[config.mk]
export PLATFORM = sky130hd
export DESIGN_NAME = eer_status_top
export DESIGN_NICKNAME = d
export VERILOG_FILES = /design/src/core/eer_pkg.sv /design/src/core/eer_ecc_dec.sv /design/src/core/eer_status_top.sv
export SDC_FILE = /design/constraint.sdc
export NUM_CORES = 1
export LEC_CHECK = 0
export BUFFER_PORTS_ARGS = -buffer_cell sky130_fd_sc_hd__buf_2
export CAP_MARGIN = 25
export CORE_UTILIZATION = 47
export CTS_BUF_LIST = sky130_fd_sc_hd__clkbuf_8
export CTS_CLUSTER_SIZE = 14
export DETAILED_ROUTE_END_ITERATION = 8
export PLACE_DENSITY = 0.75
export SLEW_MARGIN = 5
export SYNTH_ARGS = -nofsm -noshare
export SYNTH_HDL_FRONTEND = slang
export SYNTH_SLANG_ARGS = --single-unit
[constraint.sdc]
create_clock -name clk_i -period 2.6 [get_ports clk_i]
set_input_delay 0 -clock clk_i [delete_from_list [all_inputs] [get_ports clk_i]]
set_output_delay 0 -clock clk_i [all_outputs]
set_load 0.1 [all_outputs]
[src/core/eer_pkg.sv]
// constants shared by the error status readout block
package eer_pkg;
   // ************************************************************
   // word address and group layout
   // ************************************************************
   localparam int          ADDR_W      = 15;      // byte word address width
   localparam int          GROUP_W     = 13;      // four-byte group index width
   localparam int          DATA_W      = 32;      // data bits of one group
   localparam int          CW_W        = 38;      // stored codeword width
   localparam int          SYN_W       = 6;       // syndrome width
   localparam int          SEL_HI      = 10;      // upper bit of area select field
   localparam int          SEL_LO      = 9;       // lower bit of area select field
   localparam logic [1:0]  SEL_ESR     = 2'h3;    // area code of the error flag
   localparam logic [7:0]  ESR_ERR     = 8'hff;   // byte sent when flag is set
   localparam logic [7:0]  ESR_OK      = 8'h00;   // byte sent when flag is clear
   localparam logic        FLAG_RESET  = 1'b0;    // flag value after reset
   localparam logic [3:0]  BITS_BYTE   = 4'h8;    // bits in one byte
   localparam logic [1:0]  WB_LO       = 2'h1;    // index of low word address byte
   localparam logic [1:0]  WB_DATA     = 2'h2;    // index of first data byte
   // ************************************************************
   // serial engine states
   // ************************************************************
   typedef enum logic [5:0] {
      EER_IDLE   = 6'h01,
      EER_DEVA   = 6'h02,
      EER_ACKTX  = 6'h04,
      EER_WADDR  = 6'h08,
      EER_RDATA  = 6'h10,
      EER_ACKRX  = 6'h20
   } eer_state_t;
endpackage

[src/core/eer_ecc_dec.sv]
// single error correcting decoder for one stored four-byte group
`timescale 1ns/10ps
module eer_ecc_dec
(
   input  wire logic                         clk_i,     // system clock
   input  wire logic                         rst_n_i,   // sync reset, low
   input  wire logic                         vld_i,     // codeword valid
   input  wire logic [eer_pkg::CW_W-1:0]     cw_i,      // stored codeword
   output logic      [eer_pkg::DATA_W-1:0]   data_o,    // corrected data
   output logic                              corr_o     // a bit was corrected
);

   logic [eer_pkg::SYN_W-1:0]  syn;
   logic [eer_pkg::CW_W-1:0]   fixed;
   logic [eer_pkg::DATA_W-1:0] dat;

   // syndrome, single bit repair and data extraction
   always_comb
   begin
      int k;
      k     = 0;
      syn   = '0;
      fixed = cw_i;
      dat   = '0;
      for (int p = 0; p < eer_pkg::SYN_W; p++)
      begin
         for (int i = 0; i < eer_pkg::CW_W; i++)
         begin
            if ((((i + 1) >> p) & 1) == 1)
            begin
               syn[p] = syn[p] ^ cw_i[i];
            end
         end
      end
      for (int i = 0; i < eer_pkg::CW_W; i++)
      begin
         if (32'(syn) == i + 1)
         begin
            fixed[i] = ~cw_i[i];
         end
      end
      for (int i = 0; i < eer_pkg::CW_W; i++)
      begin
         if (((i + 1) & i) != 0)
         begin
            dat[k] = fixed[i];
            k      = k + 1;
         end
      end
   end

   // registered result
   always_ff @(posedge clk_i)
   begin
      if (!rst_n_i)
      begin
         data_o <= '0;
         corr_o <= 1'b0;
      end
      else if (vld_i)
      begin
         data_o <= dat;
         corr_o <= (syn != '0);
      end
   end
endmodule

[src/core/eer_status_top.sv]
// two-wire serial memory read path with error status flag readout
// ************************************************************
// ************************************************************
`timescale 1ns/10ps
module eer_status_top
#(
   parameter logic [6:0] MEM_DEV = 7'h50,   // array device address, arbitrary
   parameter logic [6:0] SEC_DEV = 7'h58    // special area device address, arbitrary
)
(
   input  wire logic                          clk_i,          // 25 MHz clock
   input  wire logic                          rst_n_i,        // sync reset, low
   input  wire logic                          scl_i,          // serial clock pin
   input  wire logic                          sda_i,          // serial data pin in
   output logic                               sda_o,          // serial data out, always 0
   output logic                               sda_oe_o,       // pull data line low
   output logic                               mem_rd_o,       // group fetch strobe
   output logic      [eer_pkg::GROUP_W-1:0]   mem_addr_o,     // group index
   input  wire logic [eer_pkg::CW_W-1:0]      mem_rdata_i,    // codeword, cycle after strobe
   output logic                               ecc_error_flag_o // flag state
);

   // ************************************************************
   // pin synchronisers and bus events
   // ************************************************************
   logic        scl_m, scl_s, scl_d;
   logic        sda_m, sda_s, sda_d;
   logic        scl_rise, scl_fall, bus_start, bus_stop;

   // two flops per pin, then one history flop
   always_ff @(posedge clk_i)
   begin
      if (!rst_n_i)
      begin
         {scl_m, scl_s, scl_d} <= 3'h7;
         {sda_m, sda_s, sda_d} <= 3'h7;
      end
      else
      begin
         scl_m <= scl_i;
         scl_s <= scl_m;
         scl_d <= scl_s;
         sda_m <= sda_i;
         sda_s <= sda_m;
         sda_d <= sda_s;
      end
   end

   // edge and condition detection
   assign scl_rise  = scl_s & ~scl_d;
   assign scl_fall  = ~scl_s & scl_d;
   assign bus_start = scl_s & scl_d & sda_d & ~sda_s;
   assign bus_stop  = scl_s & scl_d & ~sda_d & sda_s;

   // ************************************************************
   // serial engine
   // ************************************************************
   eer_pkg::eer_state_t              state;
   logic [3:0]                       bitcnt;
   logic [7:0]                       rx_sh;
   logic [7:0]                       tx_sh;
   logic [1:0]                       wbyte;
   logic [6:0]                       addr_hi;
   logic [eer_pkg::ADDR_W-1:0]       waddr;
   logic                             rw;
   logic                             sec_sel;
   logic                             acked;
   logic                             esr_busy;
   logic                             fetch;
   logic                             load;
   logic                             rd_q;
   logic                             esr_mode;
   logic [7:0]                       next_byte;
   logic [eer_pkg::DATA_W-1:0]       grp_data;
   logic                             grp_corr;
   logic                             dev_hit;

   // flag read when special device address and area code 11
   assign esr_mode = sec_sel & (waddr[eer_pkg::SEL_HI:eer_pkg::SEL_LO] == eer_pkg::SEL_ESR);
   assign dev_hit  = (rx_sh[7:1] == MEM_DEV) | (rx_sh[7:1] == SEC_DEV);
   assign fetch    = scl_rise & (((state == eer_pkg::EER_ACKTX) & rw) |
                                 ((state == eer_pkg::EER_ACKRX) & ~sda_s));
   assign load     = scl_fall & (((state == eer_pkg::EER_ACKTX) & rw) |
                                 ((state == eer_pkg::EER_ACKRX) & acked));

   // byte chosen for transmission: flag byte or corrected array byte
   assign next_byte = esr_mode ? (ecc_error_flag_o ? eer_pkg::ESR_ERR : eer_pkg::ESR_OK)
                               : grp_data[8*waddr[1:0] +: 8];

   // state and bit sequencing
   always_ff @(posedge clk_i)
   begin
      if (!rst_n_i)
      begin
         state    <= eer_pkg::EER_IDLE;
         bitcnt   <= '0;
         rx_sh    <= '0;
         tx_sh    <= '0;
         wbyte    <= '0;
         rw       <= 1'b0;
         sec_sel  <= 1'b0;
         acked    <= 1'b0;
         sda_oe_o <= 1'b0;
      end
      else if (bus_start)
      begin
         state    <= eer_pkg::EER_DEVA;
         bitcnt   <= '0;
         sda_oe_o <= 1'b0;
      end
      else if (bus_stop)
      begin
         state    <= eer_pkg::EER_IDLE;
         sda_oe_o <= 1'b0;
      end
      else
      begin
         case (state)
            eer_pkg::EER_DEVA, eer_pkg::EER_WADDR:
            begin
               if (scl_rise)
               begin
                  rx_sh  <= {rx_sh[6:0], sda_s};
                  bitcnt <= bitcnt + 4'h1;
               end
               else if (scl_fall && bitcnt == eer_pkg::BITS_BYTE)
               begin
                  bitcnt <= '0;
                  if (state == eer_pkg::EER_DEVA)
                  begin
                     if (dev_hit)
                     begin
                        sec_sel  <= (rx_sh[7:1] == SEC_DEV);
                        rw       <= rx_sh[0];
                        wbyte    <= '0;
                        sda_oe_o <= 1'b1;
                        state    <= eer_pkg::EER_ACKTX;
                     end
                     else
                     begin
                        state <= eer_pkg::EER_IDLE;
                     end
                  end
                  else
                  begin
                     if (wbyte != eer_pkg::WB_DATA)
                        wbyte <= wbyte + 2'h1;
                     sda_oe_o <= 1'b1;
                     state    <= eer_pkg::EER_ACKTX;
                  end
               end
            end
            eer_pkg::EER_ACKTX:
            begin
               if (load)
               begin
                  tx_sh    <= next_byte;
                  sda_oe_o <= ~next_byte[7];
                  bitcnt   <= 4'h1;
                  state    <= eer_pkg::EER_RDATA;
               end
               else if (scl_fall)
               begin
                  sda_oe_o <= 1'b0;
                  state    <= eer_pkg::EER_WADDR;
               end
            end
            eer_pkg::EER_RDATA:
            begin
               if (scl_fall)
               begin
                  if (bitcnt == eer_pkg::BITS_BYTE)
                  begin
                     sda_oe_o <= 1'b0;
                     state    <= eer_pkg::EER_ACKRX;
                  end
                  else
                  begin
                     sda_oe_o <= ~tx_sh[6];
                     tx_sh    <= {tx_sh[6:0], 1'b0};
                     bitcnt   <= bitcnt + 4'h1;
                  end
               end
            end
            eer_pkg::EER_ACKRX:
            begin
               if (scl_rise)
               begin
                  acked <= ~sda_s;
               end
               else if (load)
               begin
                  tx_sh    <= next_byte;
                  sda_oe_o <= ~next_byte[7];
                  bitcnt   <= 4'h1;
                  state    <= eer_pkg::EER_RDATA;
               end
               else if (scl_fall)
               begin
                  state <= eer_pkg::EER_IDLE;                        // nack, wait for stop
               end
            end
            default:
            begin
               state    <= eer_pkg::EER_IDLE;
               sda_oe_o <= 1'b0;
            end
         endcase
      end
   end

   // word address load and read increment
   always_ff @(posedge clk_i)
   begin
      if (!rst_n_i)
      begin
         addr_hi <= '0;
         waddr   <= '0;
      end
      else if (state == eer_pkg::EER_WADDR && scl_fall && bitcnt == eer_pkg::BITS_BYTE)
      begin
         if (wbyte == '0)
            addr_hi <= rx_sh[6:0];
         else if (wbyte == eer_pkg::WB_LO)
            waddr <= {addr_hi, rx_sh};
      end
      else if (load && !esr_mode)
         waddr <= waddr + 15'h0001;
   end

   // ************************************************************
   // group fetch and correction
   // ************************************************************
   always_ff @(posedge clk_i)
   begin
      if (!rst_n_i)
      begin
         mem_rd_o   <= 1'b0;
         mem_addr_o <= '0;
         rd_q       <= 1'b0;
         sda_o      <= 1'b0;
      end
      else
      begin
         mem_rd_o   <= fetch;
         mem_addr_o <= waddr[eer_pkg::ADDR_W-1:2];
         rd_q       <= mem_rd_o;
         sda_o      <= 1'b0;
      end
   end

   eer_ecc_dec u_dec
   (
      .clk_i   (clk_i),
      .rst_n_i (rst_n_i),
      .vld_i   (rd_q),
      .cw_i    (mem_rdata_i),
      .data_o  (grp_data),
      .corr_o  (grp_corr)
   );

   // ************************************************************
   // error status flag
   // ************************************************************
   always_ff @(posedge clk_i)
   begin
      if (!rst_n_i)
      begin
         ecc_error_flag_o <= eer_pkg::FLAG_RESET;
         esr_busy         <= 1'b0;
      end
      else if (load && !esr_mode && grp_corr)
      begin
         ecc_error_flag_o <= 1'b1;
      end
      else if (esr_busy && (bus_stop || bus_start))
      begin
         ecc_error_flag_o <= 1'b0;
         esr_busy         <= 1'b0;
      end
      else if (load && esr_mode)
         esr_busy <= 1'b1;
   end
endmodule

# Word-level counts from Yosys, hierarchy flattened
# Cells that the tools add are included.
# Widths: inputs -> output; s select.
[totals] reg_bits=110 in_bits=42 output_inout_bits=17 elab_cells=356
[op_classes] add_sub_neg=3 n_eq_ne=64 shifts=1 n_mux=82 n_bitwise=149 reduce_logical=32
[op_table] op="$eq 6x5->1 const B" n=16
[op_table] op="$xor 1x1->1" n=90
[op_table] op="$mux 15" n=4
[op_table] op="$mux 6" n=10
[op_table] op="$eq 6x4->1 const B" n=8
[op_table] op="$mux 8" n=6
[op_table] op="$mux 1" n=46
[op_table] op="$not 1->1" n=43
[op_table] op="$eq 6x6->1 const B" n=7
[op_table] op="$reduce_and 7->1" n=5
[op_table] op="$shiftx 32x6->8" n=1
[op_table] op="$eq 6x3->1 const B" n=4
[op_table] op="$mux 4" n=6
[op_table] op="$pmux 6 s4" n=1
[op_table] op="$pmux 8 s3" n=1
[op_table] op="$ne 2x2->1 const B" n=10
[op_table] op="$ne 4x4->1 const B" n=5
[op_table] op="$pmux 4 s4" n=1
[op_table] op="$add 15x1->15 const B" n=1
[op_table] op="$eq 7x7->1 const B" n=2
[op_table] op="$and 1x1->1" n=13
[op_table] op="$eq 6x2->1 const B" n=2
[op_table] op="$ne 3x3->1 const B" n=4
[op_table] op="$reduce_and 6->1" n=2
[op_table] op="24 further kinds" n=43

# Longest topological paths before layout
# Gate-level depths: netlist of the first run.
[depth] ltp_word=20 ltp_mapped=10 depth_no_buf=9

# By module
# From an unflattened synthesis of the first run, not the netlist that was laid out.
[unflattened] hier_cells=689 hier_area_um2=6055.8
[modules_own_cells] mod="eer_status_top" instances=1 cells_per_inst=434 area_each_um2=3802.4
[modules_own_cells] mod="eer_ecc_dec" instances=1 cells_per_inst=255 area_each_um2=2253.4

# Least setup slack after synthesis of the first run
# Ideal clock, no wire load.
[synth_path] path_kind="reg2reg" from="reg state[2]" to="reg waddr[2] (netlist bit)" setup_time_ps=128 arrival_time_ps=2248 required_ps=2472 setup_slack_ps=224 stages_incl_launch_ff=9 period_less_slack_ps=2376 path_cell_list="dfxtp_1 -> clkbuf_1 -> or3_1 -> nor4_1 -> clkbuf_1 -> buf_1 -> o21ai_0 -> a21oi_1 -> nor2_1"
[synth_between] elab_chain_cells=7 elab_cells_between_ends=15
[synth_lines] element="start: declaration" line="eer_status_top.sv:58" text="eer_pkg::eer_state_t state;"
[synth_lines] element="start signal: assignment" line="eer_status_top.sv:95" text="state <= eer_pkg::EER_IDLE;"
[synth_lines] element="start signal: assignment" line="eer_status_top.sv:107" text="state <= eer_pkg::EER_DEVA;"
[synth_lines] element="start signal: assignment" line="eer_status_top.sv:113" text="state <= eer_pkg::EER_IDLE;"
[synth_lines] element="$eq 6x3->1 / $eq 6x6->1 (equally long branches)" line="eer_status_top.sv:83, eer_status_top.sv:84"
[synth_lines] element="$and 1x1->1 (on tied branches)" line="eer_status_top.sv:83, eer_status_top.sv:84"
[synth_lines] element="$or 1x1->1" line="eer_status_top.sv:83" text="assign load = scl_fall & (((state == eer_pkg::EER_ACKTX) & rw) |"
[synth_lines] element="$and 1x1->1" line="eer_status_top.sv:83"
[synth_lines] element="$logic_and 1x1->1" line="eer_status_top.sv:227" text="else if (load && !esr_mode)"
[synth_lines] element="$reduce_bool 2->1 (no source line)"
[synth_lines] element="$reduce_and 3->1 (no source line)"
[synth_lines] element="end signal: assignment" line="eer_status_top.sv:225" text="waddr <= {addr_hi, rx_sh};"
[synth_lines] element="end signal: assignment" line="eer_status_top.sv:228" text="waddr <= waddr + 15'h0001;"
[synth_lines] element="end: declaration" line="eer_status_top.sv:64" text="logic [eer_pkg::ADDR_W-1:0] waddr;"
# Several ways; a longest one is shown, not always the timed one.
# A chain may end at the register's enable or synchronous reset.

# Worst setup path after layout of the first run
[layout_path] from="in mem_rdata_i[9] (netlist bit)" to="reg u_dec.data_o[25] (netlist bit)"
[layout_between] elab_chain_cells=17 elab_cells_between_ends=31
[layout_lines] element="start: declaration" line="eer_status_top.sv:19" text="input wire logic [eer_pkg::CW_W-1:0] mem_rdata_i,"
[layout_lines] element="$xor 1x1->1 (15 in series)" line="eer_ecc_dec.sv:31" text="syn[p] = syn[p] ^ cw_i[i];"
[layout_lines] element="$eq 6x5->1 *" line="eer_ecc_dec.sv:37" text="if (32'(syn) == i + 1)"
[layout_lines] element="$mux 1 *" line="eer_ecc_dec.sv:37"
[layout_lines] element="end signal: assignment" line="eer_ecc_dec.sv:62" text="data_o <= dat;"
[layout_lines] element="end: declaration" line="eer_ecc_dec.sv:9" text="output logic [eer_pkg::DATA_W-1:0] data_o,"
# Mark *: on every way between the ends. The rest lies on a longest branch, timed or not.

==> results of run 1 <==
## registers in the layout, summed over array words and instances (netlist names), 2 cells and up
name          flops
u_dec.data_o     32
waddr            15
mem_addr_o       13
rx_sh             8
addr_hi           7
tx_sh             7
state             6
bitcnt            4
wbyte             2
## worst register-to-register path, stage by stage, from the launching register on
cell and delay (ns):
dfxtp_1 0.39, or3_1 0.41, or3_1 0.42, a22o_1 0.25, nand2b_1 0.19, or4b_2 0.62
a21oi_1 0.15
## repair_timing
action / 4_1_cts / 5_1_grt
hold buffers: 35 / 0
endpoints found under the hold margin: 35 / 0
buffers inserted: 0 / 2
endpoints found under the setup margin: 0 / 28
gates resized for setup: 0 / 16
## final timing paths
kind	depth (start not counted)	from	to	slack, ns
hold / removal	3	mem_rdata_i[21]	u_dec.data_o[16]$_SDFFE_PN0P_	0.04
setup reg to reg	6	state[4]$_SDFFE_PP0P_	bitcnt[2]$_SDFFE_PP0P_	0.11
hold reg to reg	1	scl_m$_SDFF_PN1_	scl_s$_SDFF_PN1_	0.42
setup / recovery	9	mem_rdata_i[9]	u_dec.data_o[25]$_SDFFE_PN0P_	-0.001
## power by group
group	internal, mW	switching [mW]
Combinational	0.523	0.857
Sequential	1.67	0.00619
Clock	0.392	0.610
## synth_stat cells, drive strengths merged, types with 16 or more instances
library cell / instances / share of area (%)
nor3: 16 / 1.3
xnor2: 48 / 7.0
nand2: 44 / 2.7
a31oi: 35 / 3.6
a21oi: 53 / 4.3
o31ai: 17 / 2.2
clkbuf: 39 / 2.4
dfxtp: 109 / 35
and2: 17 / 1.7
mux2i: 22 / 3.6
nor2: 58 / 3.6
o21ai: 82 / 6.7
or3: 26 / 2.6
nand3: 21 / 1.7
## stage by stage
stage	std cells	utilization, %	cell area [um2]
floorplan	726	-	6150
global placement	936	52.8	6690
detailed placement	936	52.8	6690
CTS	987	57.0	7230
global route	989	57.8	7320
finish	989	57.8	7320
## logic make-up after synthesis
| logic type | Yosys count | share of synthesized area [%] |
|---|---|---|
| fa+ha+maj | 6 | 1.22 |
| mux | 30 | 6.51 |
| buf+inv | 53 | 3.46 |
| simple gates | 243 | 20.7 |
| compound gates | 217 | 20.7 |
| flops | 109 | 35.5 |
| xor+xnor | 67 | 11.9 |
| other cells | 1 | 0.0610 |
## metal layers
metal | up-vias | track usage [%]
met1 | 2714 | 31.5
met4 | 0 | 9.66
met5 | - | 0
met2 | 227 | 43.9
li1 | 2821 | -
met3 | 29 | 3.17
## cell type report
class / count / area, um2
fill: 1123 / 5350
multi-input combinational: 564 / 3840
sequential: 109 / 2180
timing repair buffer: 121 / 866
tap: 172 / 215
clock buffer: 10 / 138
clock inverter: 6 / 52.6
inverter: 7 / 26.3
==> impl_metrics.csv, run 1 <==
group,metric,value,unit
global_routing,grt_pass1_vias,5360,
critical_path,endpoint_kind,"register",
finish,final_common_cell,"dfxtp_1",
synth,syn-cell-area,6150,um2
power_and_ir_drop,p_leak,2.69,nW
timing,whs,0.0364,ns
routing,vias_per_cell,5.86,
synth,netlist_instances,726,
routing,wl_met3,888,um
die,io_pins,59,
routing,wl_met2,8090,um
synth,synthesis.nets,774,
timing,rsz0062_at_grt,"true",
finish,most-common-layout-cells,"108 x dfxtp_1, 81 x o21ai_0, 57 x buf_2, 55 x nor2_1, 53 x a21oi_1",
global_routing,grt_max_degree,43,
global_routing,grt-ovfl-total,0,
timing,max_freq,384,MHz
routing,totalWireLength,16500,um
finish,layout-drive-gt1-share,16.9,%
die,die_h,116,um
global_routing,antenna_found_initial,0,
clock_tree,cts_buffers,9,
power_and_ir_drop,p_total,4.06,mW
synth,avgSynthCellArea,8.47,um2
run_status,outcome,"complete, but fails checks",
die,core_area,12700,um2
critical_path,crit_slowest_cell,"xnor3_2",
synth,synth.distinct_cells,58,
hold_path,hp-class,"input pin to register",
timing,finClkSkew,0.0170,ns
finish,diodes,0,
clock_tree,ctsRootBufferMaster,"clkbuf_8",
synth,synthArstFlopShare,0,%
power_and_ir_drop,ir_drop,0.446,mV
clock_tree,clock_latency,0.39,ns
routing,antenna_left,0,
run_status,violations,"setup timing",
synth,ys_ff_latch,109,
critical_path,crit_path_max_fanout,8,
die,die_w,116,um
timing,setup-violations-final,1,
critical_path,crit_family,"XOR/XNOR gates",
routing,post_drt_wl_per_cell,16.7,um
finish,final_nets,860,
routing,drc,0,
critical_path,max_stage_delay,0.55,ns
die,rows,41,
job,maxCapViolCount,0,
timing,period_needed,2.60,ns
routing,met1_length,7070,um
critical_path,critPathKind,"input pin to register",
die,die_area,13500,um2
clock_tree,cts_sinks,109,
synth,ys_warn_count,0,
critical_path,path_cells,"dlygate4sd3_1 -> buf_2 -> xnor2_1 -> xnor3_2 -> xnor2_2 -> nand3_1 -> a211o_2 -> or3_1 -> a31oi_1",
synth,synth_edf_count,0,
clock_tree,clk_pin_slew,0.11,ns
timing,fin_crit_sh,100,%
placement,dp.final_hpwl,11700,um
critical_path,cp.arrival,2.93,ns
routing,drt-initial-drc-count,466,
critical_path,cp.required,2.93,ns
timing,hold_viol,0,
timing,tns,-0.00119,ns
global_routing,grt.total_usage,25.1,%
clock_tree,clock_path_buffers,2,
timing,worst_pin_slew,0.699,ns
timing,worst_slack,-0.00119,ns
clock_tree,cts_tree,"built",
critical_path,startpoint_type,"input pin",
power_and_ir_drop,power_density,555,nW/um2
die,start_util,48.5,%
routing,drt_pass1_iterations,5,
routing,num_vias,5791,
global_routing,grt_pass1_wl,26500,um
placement,dp_slack,-0.0263,ns
finish,synthToLayoutAreaGrowth,19.0,%
timing,relSlewSlack,52.9,%
routing,topRoutingLayerUsed,"met4",
placement,place.gp.congestion,0.938,
placement,portBuffers,57,
synth,synth-main-ff-cell,"dfxtp_1",
synth,ys_seq_area_share,35.5,%
clock_tree,cts_htree_levels,3,
timing,drv_slew,0,
critical_path,crit_buf_inv,2,
Note: power is estimated with default switching activity, not from simulation.
==> inputs of run 2 (changes only) <==
REMOVE_ABC_BUFFERS = 1   (was default)
==> run 2 against run 1 <==
Net effect: the flow now finishes without violations; non-clock buffer count down 5; maximum frequency rose by 4.2%; highest routed layer unchanged; critical path type unchanged; largest power group unchanged; combinational power shrank 3%; first-iteration DRC count is 1.7% lower.
==> impl_metrics.csv, run 2 (synthesis results as in run 1) <==
group,metric,value,unit
die,die_h,116,um
power_and_ir_drop,p_int,2.54,mW
finish,max_flop_register,"u_dec.data_o",
die,io_pins,59,
die,rows,41,
finish,final_nets,855,
critical_path,r2r_cells,6,
placement,dp.cells,932,
die,die_area,13500,um2
timing,setup-violations-final,0,
die,core_area,12700,um2
placement,place.gp.congestion,0.864,
finish,largestRegisters,"u_dec.data_o (32), waddr (15), mem_addr_o (13)",
timing,finClkSkew,0.00899,ns
clock_tree,clock_path_buffers,2,
routing,drt_pass1_iterations,5,
power_and_ir_drop,switching_share,36.3,%
clock_tree,cts_htree_levels,3,
die,start_util,48.5,%
power_and_ir_drop,pwr-share-comb,33.6,%
critical_path,r2r_setup_slack,0.15,ns
placement,portBuffers,57,
clock_tree,cts_buffers,9,
hold_path,hold_path_end,"u_dec.data_o[19]$_SDFFE_PN0P_",
clock_tree,clock_latency,0.38,ns
routing,drt-initial-drc-count,458,
global_routing,grt_pass1_wl,26100,um
clock_tree,ctsRootBufferMaster,"clkbuf_8",
routing,vias_per_cell,5.78,
timing,hold_viol,0,
placement,postPlaceCellArea,6640,um2
global_routing,antenna_found_initial,0,
finish,diodes,0,
finish,most-common-layout-cells,"109 x dfxtp_1, 81 x o21ai_0, 57 x buf_2, 55 x nor2_1, 53 x a21oi_1",
routing,antenna_left,0,
timing,drv_slew,0,
global_routing,grt_max_degree,67,
timing,whs,0.0104,ns
timing,relSlewSlack,35.1,%
routing,totalWireLength,16100,um
timing,tns,0,ns
die,die_w,116,um
global_routing,grt-ovfl-total,0,
finish,final_common_cell,"dfxtp_1",
job,maxCapViolCount,0,
timing,worst_pin_slew,0.972,ns
hold_path,hp-class,"input pin to register",
finish,layout-drive-gt1-share,16.1,%
critical_path,r2r_start,"state[0]$_SDFFE_PN1P_",
clock_tree,cts_setup_buffers,0,
finish,stdcell_area,7260,um2
finish,final_cells,984,
clock_tree,cts_tree,"built",
power_and_ir_drop,power_density,548,nW/um2
timing,period_needed,2.50,ns
power_and_ir_drop,ir_drop,0.434,mV
critical_path,endpoint_kind,"register",
routing,num_vias,5688,
routing,drc,0,
power_and_ir_drop,pwr-share-clk,24.2,%
timing,fin_crit_sh,96.0,%
hold_path,whs_path_depth,3,
timing,max_freq,401,MHz
critical_path,startpoint_type,"input pin",
power_and_ir_drop,p_switching,1.45,mW
critical_path,cp.required,2.90,ns
hold_path,min-delay-start,"mem_rdata_i[24]",
run_status,outcome,"finished clean",
power_and_ir_drop,power_frac_seq,42.2,%
clock_tree,clk_pin_slew,0.10,ns
placement,dp.final_hpwl,11600,um
finish,synthToLayoutAreaGrowth,18.1,%
global_routing,grt_pass1_vias,5355,
critical_path,r2r_end,"bitcnt[2]$_SDFFE_PP0P_",
routing,post_drt_wl_per_cell,16.4,um
critical_path,cp.arrival,2.80,ns
critical_path,critPathKind,"input pin to register",
global_routing,grt.total_usage,24.7,%
critical_path,crit_path_max_fanout,8,
clock_tree,cts_sinks,109,
finish,largest_register_ffs,32,
power_and_ir_drop,p_leak,2.65,nW
==> run 2: final cells by class <==
class	instances	area, um2
Inverter	7	26.3
Fill cell	1164	5410
Tap cell	172	215
Multi-Input combinational cell	564	3840
Clock buffer	10	138
Clock inverter	6	40.0
Sequential cell	109	2180
Timing Repair Buffer	116	818
==> run 2: stage by stage <==
stage | total power [mW] | utilization (%) | worst slack, ns
2_1_floorplan | 2.52 | - | -1.91
3_3_place_gp | 2.86 | 52.4 | 0.0266
3_5_place_dp | 2.88 | 52.4 | -0.0955
4_1_cts | 3.87 | 56.7 | 0.0151
5_1_grt | 4.16 | 57.3 | -0.0308
6_report | 3.98 | 57.3 | 0.105
==> run 2: metal layers <==
layer	track usage (%)	vias to the layer above	routed length, um	part of all wire (%)
met3	3.48	28	820	5.1
met5	0	-	0	0
met1	30.5	2647	7020	43
met2	43.2	201	7930	49
li1	-	2812	-	-
met4	9.91	0	364	2.3
==> run 2: worst max path at each step <==
stage          depth (start not counted)                  start                       endpoint  slack [ns]
5_1_grt                               10        mem_rdata_i[17]  u_dec.data_o[21]$_SDFFE_PN0P_       -0.03
6_report                              10        mem_rdata_i[17]   u_dec.data_o[3]$_SDFFE_PN0P_        0.10
3_5_place_dp                           8        mem_rdata_i[12]  u_dec.data_o[12]$_SDFFE_PN0P_        -0.1
4_1_cts                                8        mem_rdata_i[28]  u_dec.data_o[12]$_SDFFE_PN0P_        0.02
2_1_floorplan                          7  state[3]$_SDFFE_PP0P_         waddr[12]$_SDFFE_PN0P_       -1.91
3_3_place_gp                           8        mem_rdata_i[12]   u_dec.data_o[0]$_SDFFE_PN0P_        0.03
==> run 2: critical path, stage by stage <==
cell,delay [ns]
dlygate4sd3_1,0.53
buf_2,0.15
xnor2_1,0.12
buf_4,0.15
xnor3_2,0.44
xor2_2,0.30
nand3_1,0.17
a211o_1,0.40
or3_1,0.34
a31oi_1,0.20
==> run 2: repair_timing <==
item,4_1_cts,5_1_grt
endpoints found under the setup margin,0,28
hold endpoints to repair,35,0
resized for setup,0,18
hold buffers,36,0
==> run 2: power by group through the flow <==
| stage | sequential, mW | clock, mW | combinational, mW |
|---|---|---|---|
| detailed placement | 1.72 | 0 | 1.17 |
| floorplan | 1.72 | 0 | 0.805 |
| global placement | 1.72 | 0 | 1.14 |
| global route | 1.68 | 1.05 | 1.44 |
| CTS | 1.68 | 0.977 | 1.21 |
| finish | 1.68 | 0.965 | 1.34 |
